--- src/hdl/pfcp_regs.svh ---
// Offsets, field positions, command codes and reset values of the parser
`ifndef PFCP_REGS_SVH
`define PFCP_REGS_SVH
// Register byte offsets
`define PFCP_DATA_OFS 8'h00
`define PFCP_STAT_OFS 8'h04
`define PFCP_POS_OFS 8'h08
`define PFCP_IMG_OFS 8'h0C
`define PFCP_CTRL_OFS 8'h10
// Field positions in the status and control words
`define PFCP_ST_INV 0
`define PFCP_ST_ROT 1
`define PFCP_ST_IMGDEF 16
`define PFCP_ST_LSTART 17
`define PFCP_ST_BCACT 18
`define PFCP_CTRL_LSTART 0
// Stream control bytes
`define PFCP_ESC 8'h1B
`define PFCP_GS 8'h1D
`define PFCP_LF 8'h0A
`define PFCP_NUL 8'h00
// Opcodes: bit 8 set means a group separator command
`define PFCP_OP_INV 9'h07B
`define PFCP_OP_ROT 9'h056
`define PFCP_OP_ABS 9'h024
`define PFCP_OP_REL 9'h05C
`define PFCP_OP_INIT 9'h040
`define PFCP_OP_DEL 9'h026
`define PFCP_OP_BC 9'h16B
`define PFCP_OP_BCW 9'h177
`define PFCP_OP_BCH 9'h168
`define PFCP_OP_HRI 9'h148
`define PFCP_OP_IMGDEF 9'h12A
`define PFCP_OP_IMGPR 9'h12F
// Reset values and limits
`define PFCP_BCW_RST 3'h3
`define PFCP_BCH_RST 8'hA2
`define PFCP_HRI_RST 2'h0
`define PFCP_IMG_N2_MAX 8'h30
`define PFCP_LINE_DOTS 16'h0240
`define PFCP_LINE_BYTES 8'h48
`define PFCP_BC_MODULES 8'h0B
`endif

--- src/hdl/pfcp_pkg.sv ---
// Types shared by the printer command parser
package pfcp_pkg;
  typedef enum logic [3:0] {
    ST_IDLE, ST_ESC, ST_GS, ST_P1, ST_P2, ST_BC_DATA, ST_IMG_DATA
  } pfcp_st_t;
  typedef enum logic [2:0] {
    EK_TEXT, EK_BC_START, EK_BC_CHAR, EK_BC_END, EK_IMG_BYTE,
    EK_IMG_PRINT, EK_DLC_CLEAR
  } pfcp_ek_t;
  typedef struct packed {
    logic valid;
    pfcp_ek_t kind;
    logic [7:0] data;
    logic [7:0] aux;
  } pfcp_eng_t;
  typedef struct packed {
    logic inv;
    logic rot;
    logic [2:0] bw;
    logic [7:0] bh;
    logic [1:0] human_readable_text;
    logic [15:0] pos;
  } pfcp_set_t;
  typedef struct packed {
    pfcp_st_t st;
    logic [8:0] op;
    logic [7:0] p1;
    logic [2:0] bc_type;
    logic bc_on;
    logic [4:0] bc_cnt;
    logic [15:0] bc_dots;
    logic [16:0] img_cnt;
    logic img_def;
    logic [7:0] img_n1;
    logic [5:0] img_n2;
    logic line_start;
    pfcp_set_t set;
    pfcp_eng_t eng;
    logic pready;
    logic pslverr;
    logic [31:0] prdata;
  } pfcp_state_t;
endpackage : pfcp_pkg

--- src/hdl/pfcp_top.sv ---
// Printer command stream parser with APB register access
//
// Design decisions made here: register access over APB and the address map.
`timescale 1ns/1ps
`include "pfcp_regs.svh"
// Overview of operation
// - Inverted mode follows bit zero, resets off
// - Inverted change applies only at line start
// - Rotate command 1 enables, 0 cancels
// - Absolute position is low plus high times 256
// - Absolute position past line end is discarded
// - Relative position is signed 16-bit dot offset
// - Relative move past line end is discarded
// - Bar code type selects symbology, data printed
// - Types 4-7 limited to 15/26/19/17 characters
// - Bar code ignored while print data pending
// - Unprintable bar code byte ends code, prints text
// - After bar code, start of line; clip overflow
// - Bar code width 2 to 4, default 3
// - Bar height 1 to 255 dots, default 162
// - Readable text none/above/below/both, default none
// - Image is n1x8 by n2x8 dots, n2 at most 48
// - Image kept until redefined, initialize or delete
// - Defining an image clears download characters
// - Image print modes 0 to 3 set densities
// - Image print ignored if data pending or undefined
module pfcp_top (
  input wire logic SYS_CLK_IN,
  input wire logic RESET_N_IN,
  input wire logic PSEL_IN,
  input wire logic PENABLE_IN,
  input wire logic PWRITE_IN,
  input wire logic [7:0] PADDR_IN,
  input wire logic [31:0] PWDATA_IN,
  output logic PREADY_OUT,
  output logic PSLVERR_OUT,
  output logic [31:0] PRDATA_OUT,
  output pfcp_pkg::pfcp_eng_t ENG_OUT,
  output pfcp_pkg::pfcp_set_t SETTINGS_OUT
);
  import pfcp_pkg::*;

  pfcp_state_t q;
  pfcp_state_t d;
  logic [7:0] b;
  logic wr_byte;
  logic wr_ctrl;

  // Parameter bytes each opcode needs
  function automatic logic [1:0] npar(input logic [8:0] op);
    unique case (op)
      `PFCP_OP_ABS, `PFCP_OP_REL, `PFCP_OP_IMGDEF: npar = 2'd2;
      `PFCP_OP_INIT, `PFCP_OP_DEL: npar = 2'd0;
      `PFCP_OP_INV, `PFCP_OP_ROT, `PFCP_OP_BC, `PFCP_OP_BCW,
      `PFCP_OP_BCH, `PFCP_OP_HRI, `PFCP_OP_IMGPR: npar = 2'd1;
      default: npar = 2'd0;
    endcase
  endfunction : npar

  // Column limit per symbology; zero means no printer limit
  function automatic logic [4:0] bc_max(input logic [2:0] t);
    unique case (t)
      3'd4: bc_max = 5'd15;
      3'd5: bc_max = 5'd26;
      3'd6: bc_max = 5'd19;
      3'd7: bc_max = 5'd17;
      default: bc_max = 5'd0;
    endcase
  endfunction : bc_max

  // Whether a byte can be encoded in the symbology
  function automatic logic bc_ok(input logic [2:0] t, input logic [7:0] c);
    logic dig;
    dig = (c >= 8'h30) && (c <= 8'h39);
    unique case (t)
      3'd4: bc_ok = dig || (c >= 8'h41 && c <= 8'h5A) || c == 8'h20 ||
                    c == 8'h24 || c == 8'h25 || c == 8'h2B ||
                    (c >= 8'h2D && c <= 8'h2F);
      3'd6: bc_ok = dig || (c >= 8'h41 && c <= 8'h44) || c == 8'h24 ||
                    c == 8'h2B || c == 8'h2D || c == 8'h2E ||
                    c == 8'h2F || c == 8'h3A;
      3'd7: bc_ok = c <= 8'h7F;
      default: bc_ok = dig;
    endcase
  endfunction : bc_ok

  // A transfer completes on the edge where the registered ready is seen
  assign b = PWDATA_IN[7:0];
  assign wr_byte = PSEL_IN && PENABLE_IN && q.pready && PWRITE_IN &&
                   PADDR_IN == `PFCP_DATA_OFS;
  assign wr_ctrl = PSEL_IN && PENABLE_IN && q.pready && PWRITE_IN &&
                   PADDR_IN == `PFCP_CTRL_OFS;

  // Next state: bus answer, then one stream byte per write
  always_comb begin
    logic [15:0] v;
    logic [16:0] rel;
    logic [15:0] step;
    logic [7:0] lim;
    v = {b, q.p1};
    rel = 17'(q.set.pos) + {v[15], v};
    step = 16'(`PFCP_BC_MODULES * q.set.bw);
    lim = b[0] ? (`PFCP_LINE_BYTES >> 1) : `PFCP_LINE_BYTES;
    d = q;
    d.eng.valid = 1'b0;
    // One wait state keeps read data and ready both registered
    d.pready = PSEL_IN && PENABLE_IN && !q.pready;
    d.pslverr = 1'b0;
    if (PSEL_IN && !q.pready) begin
      d.prdata = 32'h0;
      unique case (PADDR_IN)
        `PFCP_DATA_OFS: d.prdata = 32'h0;
        `PFCP_STAT_OFS: begin
          d.prdata[`PFCP_ST_INV] = q.set.inv;
          d.prdata[`PFCP_ST_ROT] = q.set.rot;
          d.prdata[3:2] = q.set.human_readable_text;
          d.prdata[6:4] = q.set.bw;
          d.prdata[15:8] = q.set.bh;
          d.prdata[`PFCP_ST_IMGDEF] = q.img_def;
          d.prdata[`PFCP_ST_LSTART] = q.line_start;
          d.prdata[`PFCP_ST_BCACT] = q.st == ST_BC_DATA;
        end
        `PFCP_POS_OFS: d.prdata[15:0] = q.set.pos;
        `PFCP_IMG_OFS: d.prdata[13:0] = {q.img_n2, q.img_n1};
        `PFCP_CTRL_OFS: d.prdata[`PFCP_CTRL_LSTART] = q.line_start;
        default: d.pslverr = PENABLE_IN;
      endcase
    end
    // Engine reports the line printed and the buffer empty
    if (wr_ctrl && PWDATA_IN[`PFCP_CTRL_LSTART]) begin
      d.line_start = 1'b1;
      d.set.pos = 16'h0;
    end
    if (wr_byte) begin
      unique case (q.st)
        ST_IDLE: begin
          if (b == `PFCP_ESC) begin
            d.st = ST_ESC;
          end else if (b == `PFCP_GS) begin
            d.st = ST_GS;
          end else begin
            d.eng = '{1'b1, EK_TEXT, b, 8'h0};
            d.line_start = b == `PFCP_LF;
          end
        end
        ST_ESC, ST_GS: begin
          d.op = {q.st == ST_GS, b};
          d.st = ST_IDLE;
          if (npar({q.st == ST_GS, b}) != 2'd0) begin
            d.st = ST_P1;
          end else if ({q.st == ST_GS, b} == `PFCP_OP_INIT) begin
            d.set = '{1'b0, 1'b0, `PFCP_BCW_RST, `PFCP_BCH_RST,
                      `PFCP_HRI_RST, 16'h0};
            d.img_def = 1'b0;
            d.line_start = 1'b1;
          end else if ({q.st == ST_GS, b} == `PFCP_OP_DEL) begin
            d.img_def = 1'b0;
          end
        end
        ST_P1: begin
          d.p1 = b;
          d.st = npar(q.op) == 2'd2 ? ST_P2 : ST_IDLE;
          unique case (q.op)
            `PFCP_OP_INV: begin
              if (q.line_start) begin
                d.set.inv = b[0];
              end
            end
            `PFCP_OP_ROT: begin
              if (b <= 8'h01) begin
                d.set.rot = b[0];
              end
            end
            `PFCP_OP_BCW: begin
              if (b >= 8'h02 && b <= 8'h04) begin
                d.set.bw = b[2:0];
              end
            end
            `PFCP_OP_BCH: begin
              if (b != 8'h00) begin
                d.set.bh = b;
              end
            end
            `PFCP_OP_HRI: begin
              if (b <= 8'h03) begin
                d.set.human_readable_text = b[1:0];
              end
            end
            `PFCP_OP_BC: begin
              if (b <= 8'h07) begin
                d.st = ST_BC_DATA;
                d.bc_type = b[2:0];
                d.bc_cnt = 5'd0;
                d.bc_dots = 16'h0;
                d.bc_on = q.line_start;
                if (q.line_start) begin
                  d.eng = '{1'b1, EK_BC_START, b,
                            {q.set.human_readable_text, q.set.bw, 3'h0}};
                end
              end
            end
            `PFCP_OP_IMGPR: begin
              // Clip width to what fits in one line
              if (b <= 8'h03 && q.img_def && q.line_start) begin
                d.eng = '{1'b1, EK_IMG_PRINT, b,
                          q.img_n1 < lim ? q.img_n1 : lim};
              end
            end
            // Two-byte commands keep the second parameter state
            default: ;
          endcase
        end
        ST_P2: begin
          d.st = ST_IDLE;
          unique case (q.op)
            `PFCP_OP_ABS: begin
              if (v < `PFCP_LINE_DOTS) begin
                d.set.pos = v;
              end
            end
            `PFCP_OP_REL: begin
              // Leftward past the start is dropped the same way
              if (!rel[16] && rel[15:0] < `PFCP_LINE_DOTS) begin
                d.set.pos = rel[15:0];
              end
            end
            `PFCP_OP_IMGDEF: begin
              if (q.p1 != 8'h00 && b != 8'h00 &&
                  b <= `PFCP_IMG_N2_MAX) begin
                d.img_n1 = q.p1;
                d.img_n2 = b[5:0];
                d.img_def = 1'b0;
                d.img_cnt = 17'({q.p1, 3'b000}) * 17'(b[5:0]);
                d.st = ST_IMG_DATA;
                d.eng = '{1'b1, EK_DLC_CLEAR, 8'h0, 8'h0};
              end
            end
            default: d.st = ST_IDLE;
          endcase
        end
        ST_BC_DATA: begin
          if (b == `PFCP_NUL || !bc_ok(q.bc_type, b)) begin
            d.st = ST_IDLE;
            if (q.bc_on) begin
              d.set.pos = 16'h0;
              d.line_start = 1'b1;
            end
            if (b != `PFCP_NUL) begin
              // Offending byte goes out as text; later bytes are parsed from idle
              d.eng = '{1'b1, q.bc_on ? EK_BC_END : EK_TEXT, b,
                        {7'h0, q.bc_on}};
              d.line_start = 1'b0;
            end else if (q.bc_on) begin
              d.eng = '{1'b1, EK_BC_END, b, 8'h0};
            end
          end else if (q.bc_on &&
                       (bc_max(q.bc_type) == 5'd0 ||
                        q.bc_cnt < bc_max(q.bc_type)) &&
                       q.bc_dots + step <= `PFCP_LINE_DOTS) begin
            d.bc_cnt = q.bc_cnt + 5'd1;
            d.bc_dots = q.bc_dots + step;
            d.eng = '{1'b1, EK_BC_CHAR, b, {5'h0, q.bc_type}};
          end
        end
        ST_IMG_DATA: begin
          d.img_cnt = q.img_cnt - 17'd1;
          d.eng = '{1'b1, EK_IMG_BYTE, b, 8'h0};
          if (q.img_cnt == 17'd1) begin
            d.st = ST_IDLE;
            d.img_def = 1'b1;
          end
        end
        default: d.st = ST_IDLE;
      endcase
    end
  end

  // Single state register; reset loads the power-up settings
  always_ff @(posedge SYS_CLK_IN or negedge RESET_N_IN) begin
    if (!RESET_N_IN) begin
      q <= '0;
      q.st <= ST_IDLE;
      q.line_start <= 1'b1;
      q.set.bw <= `PFCP_BCW_RST;
      q.set.bh <= `PFCP_BCH_RST;
      q.set.human_readable_text <= `PFCP_HRI_RST;
    end else begin
      q <= d;
    end
  end

  assign PREADY_OUT = q.pready;
  assign PSLVERR_OUT = q.pslverr;
  assign PRDATA_OUT = q.prdata;
  assign ENG_OUT = q.eng;
  assign SETTINGS_OUT = q.set;
endmodule : pfcp_top

--- config.mk ---
export PLATFORM = sky130hd
export DESIGN_NAME = pfcp_top
export DESIGN_NICKNAME = d
export VERILOG_FILES = /design/src/hdl/pfcp_pkg.sv /design/src/hdl/pfcp_top.sv
export VERILOG_INCLUDE_DIRS = /design/src /design/src/hdl
export SDC_FILE = /design/constraint.sdc
export NUM_CORES = 1
export LEC_CHECK = 0
export BUFFER_PORTS_ARGS = -buffer_cell sky130_fd_sc_hd__buf_2
export CAP_MARGIN = 20
export CORE_MARGIN = 2
export CORE_UTILIZATION = 50
export DETAILED_ROUTE_END_ITERATION = 16
export MAX_ROUTING_LAYER = met4
export PLACE_DENSITY = 0.7
export SYNTH_ARGS = -nofsm -noshare
export SYNTH_HDL_FRONTEND = slang
export SYNTH_SLANG_ARGS = --single-unit
--- constraint.sdc ---
create_clock -name SYS_CLK_IN -period 12.9 [get_ports SYS_CLK_IN]
set_clock_uncertainty 0.1 [all_clocks]
set_input_delay 1.29 -clock SYS_CLK_IN [delete_from_list [all_inputs] [get_ports SYS_CLK_IN]]
set_output_delay 1.29 -clock SYS_CLK_IN [all_outputs]
set_load 0.005 [all_outputs]
==> implementation parameters <==
Parameter                              Value

Run status
  Run status ... finished, final reports clean

GRT
  Wire length of the first global-routing pass ... 51700 um
  Number of antenna violations at the first check in global routing ... 0
  Maximum number of pins on one net before global-route repair ... 93
  Remaining global-route overflow ... 0
  Global-route usage over all layers ... 27.9%
  Number of global-route vias before repair ... 9314

Critical path
  Endpoint of the worst-slack reg-to-reg timing path ... ENG_OUT[1]
  Data required time at the worst endpoint ... 13.11 ns
  Kind of end point of the critical path ... flip-flop
  Slack of the worst reg-to-reg path ... 8.03 ns
  Worst reg-to-reg path cell count ... 13
  Type of the worst setup path ... in2reg
  Start of the worst register-to-register path ... SETTINGS_OUT[28]
  Crit path max fanout ... 28
  Data arrival time of the critical path ... 5.82 ns
  CP Launch Type ... input port

Min path
  Worst min-delay path category ... reg2reg
  Worst hold path endpoint ... PRDATA_OUT[14]
  Worst Min Path Start ... PRDATA_OUT[14]
  Worst Hold Depth ... 2

Clock network
  Clock transition at the registers of the reported paths ... 0.07 ns
  Setup bufs post-CTS ... 0
  Hold buffer count at CTS ... 0
  Clock tree from TritonCTS ... yes
  Num Clock Sinks ... 150
  Post-cts repair resize count ... 0
  Number of buffers inserted during clock tree synthesis ... 17
  Clock insertion delay at the later pin of the skew report ... 0.44 ns
  H-Tree Level Count ... 4
  Cell chosen for the clock root ... clkbuf_16
  Buffers from clock root to sink, at most ... 2

Synth
  Number of distinct library cells after synthesis ... 85
  Number of synthesized register bits ... 150
  Post-synth top cells ... nand2_1, dfrtp_1, o21ai_0, nor2_1, buf_4
  Synth top area share ... 30.9%
  Synth Instances ... 1355
  Dominant register cell in the synthesized netlist ... dfrtp_1
  Netlist Area Pre-Place ... 11700 um2
  Top-count cell post-synth ... nand2_1
  Mean Syn Cell Area ... 8.60 um2
  Post-synthesis sequential area ratio ... 32.3%
  Count of flip-flops with a built-in enable after synthesis ... 0
  Dominant cell type by area after synthesis ... dfrtp_1
  Synth top area cells ... dfrtp_1, ha_1, buf_4
  Warning count from the yosys run ... 0
  FFs w/ async S/R, synth ... 100%

Placement
  Post-DP HPWL ... 23100 um
  Routability-driven placement congestion ratio ... 0.974
  Worst-case setup slack after placement ... 6.97 ns
  Cell Area, Placed ... 11700 um2
  Number of I/O port buffers ... 92

Detailed routing
  Routed WL ... 32100 um
  DRT iter0 DRCs ... 711
  Total via count in the routed design ... 9917
  Detailed-routing iteration count for the pre-antenna-repair pass ... 6
  Remaining routing DRC violations ... 0
  Antenna-violating nets left ... 0
  Post-detailed-route via-to-cell ratio ... 5.97
  Average wire per cell in the routed design ... 19.3 um

Power and ir drop
  Final total power ... 1.05 mW
  Areal power density over the cells ... 84.8 nW/um2
  Portion of total power attributed to the clock network ... 49.9%
  IR drop worst, VDD ... 0.0000715 V
  Combinational cell fraction of total power ... 5.0%
  Fraction of power spent switching nets ... 25.7%
  Switching power summed over all nets ... 269 uW
  LEAKAGE ... 5.91 nW
  Internal power ... 777 uW
  Part of the power in registers ... 45.1%

Floorplan
  Starting density of the core ... 51.2%
  Die area ... 24600 um2
  Std cell rows ... 55
  Count of boundary I/O pins ... 130
  Placeable Area ... 22800 um2
  Die Y-Extent ... 157 um
  X dimension of the die ... 157 um

Cells and area
  Antenna Diode Count ... 0
  Post-layout net count ... 1470
  Layout Area Growth over Synthesis ... 5.82%
  Post-route standard cell area excluding fillers ... 12300 um2
  End-of-flow core utilization ... 54.2%
  Share of post-route cells with drive strength above 1 ... 14.8%
  Number of filler instances in the final layout ... 2115

Timing
  Number of hold violations in the final report ... 0
  Count of endpoints failing setup in the final report ... 0
  Final number of max-transition violations ... 0
  Final worst path period share ... 43.5%
  Worst path setup slack after routing ... 7.29 ns
  Setup total negative slack ... 0 ns
  Pin slew with the least headroom to its limit ... 1.05 ns
  Final min period ... 5.61 ns
  RSZ-0062 raised after global routing ... false
  Maximum frequency from static timing analysis ... 0.178 GHz
  Slew margin rel. ... 29.6%

Job
  Max Cap Violations ... 0
## critical path: stages
cell and delay, ns:
buf_2 0.50, inv_1 0.44, nor2_1 0.34, ha_1 0.28
ha_1 0.28, inv_1 0.05, fa_1 0.59, inv_1 0.06
ha_1 0.29, a21o_1 0.16, a21oi_1 0.21, o21ai_0 0.14
a2111oi_0 0.40, nor3_1 0.14, a21o_1 0.20, a21oi_1 0.19
xor2_1 0.16, o21ai_0 0.08
## stage by stage
step | std cells | hold slack, ns
after floorplan | 1367 | 0.351
after global placement | 1628 | 0.357
after detailed placement | 1628 | 0.364
after CTS | 1660 | 0.382
after global routing | 1661 | 0.397
final | 1661 | 0.376
## registers in the layout (all words and copies together) (netlist names)
| register | count |
|---|---|
| q | 78 |
| PRDATA_OUT | 19 |
| ENG_OUT | 20 |
| SETTINGS_OUT | 31 |
| PSLVERR_OUT | 1 |
| PREADY_OUT | 1 |
## cell type report
cell class	count	area (um2)	area share, %
well taps	313	392	3.17
clock buffers	17	425	3.45
multi-input cells	997	6790	55.1
repair buffers	97	512	4.15
clock inverters	15	183	1.48
flip-flops and latches	150	3760	30.5
inverters	72	272	2.20
## layout by cell type, fill, tap and decap left out, drive strengths merged, types with 18 or more instances in the layout
master,netlist,layout
a21oi,78,78
and2,33,33
buf,91,97
dfrtp,144,144
fa,30,30
ha,60,60
inv,70,79
mux2,43,43
mux2i,20,20
nand2,151,151
nand2b,18,18
nand3,31,31
nand4,18,18
nor2,103,103
nor3,37,37
o21ai,117,117
## power groups by stage
stage                     clock network (mW)  registers [mW]  logic (mW)
after global placement                     0           0.480      0.0510
after floorplan                            0           0.480      0.0298
after detailed placement                   0           0.480      0.0512
after CTS                              0.530           0.471      0.0514
after global routing                   0.552           0.471      0.0580
final                                  0.522           0.471      0.0527
## kinds of logic after synthesis
group	share of synthesized area [%]
AOI/OAI and AO/OA	17.9
adders and majority gates	11.6
other	0.0322
muxes	5.94
and+or+nand+nor	20.5
DFF	32.3
xor gates and xnor gates	1.88
buffers and inverters	9.86
## worst max path at each step
stage	end	slack [ns]	cells after the start	startpoint
2_1_floorplan	q[116]	7.06	21	PWDATA_IN[2]
3_3_place_gp	q[116]	6.94	18	PWDATA_IN[3]
3_5_place_dp	q[116]	6.97	18	PWDATA_IN[3]
4_1_cts	q[116]	7.39	18	PWDATA_IN[3]
5_1_grt	q[116]	7.05	18	PWDATA_IN[3]
6_report	q[116]	7.29	18	PWDATA_IN[3]
## per-layer routing
layer  part of all wire [%]  up-vias  GRT usage (%)  wire length (um)
met5                      0        -              -                 0
met4                    3.2        0           10.3              1040
met3                    7.9       73           5.73              2540
met2                     44      411           41.1             14100
met1                     45     4753           38.0             14400
li1                       -     4680              -                 -
Note: power is estimated with default switching activity, not from simulation.
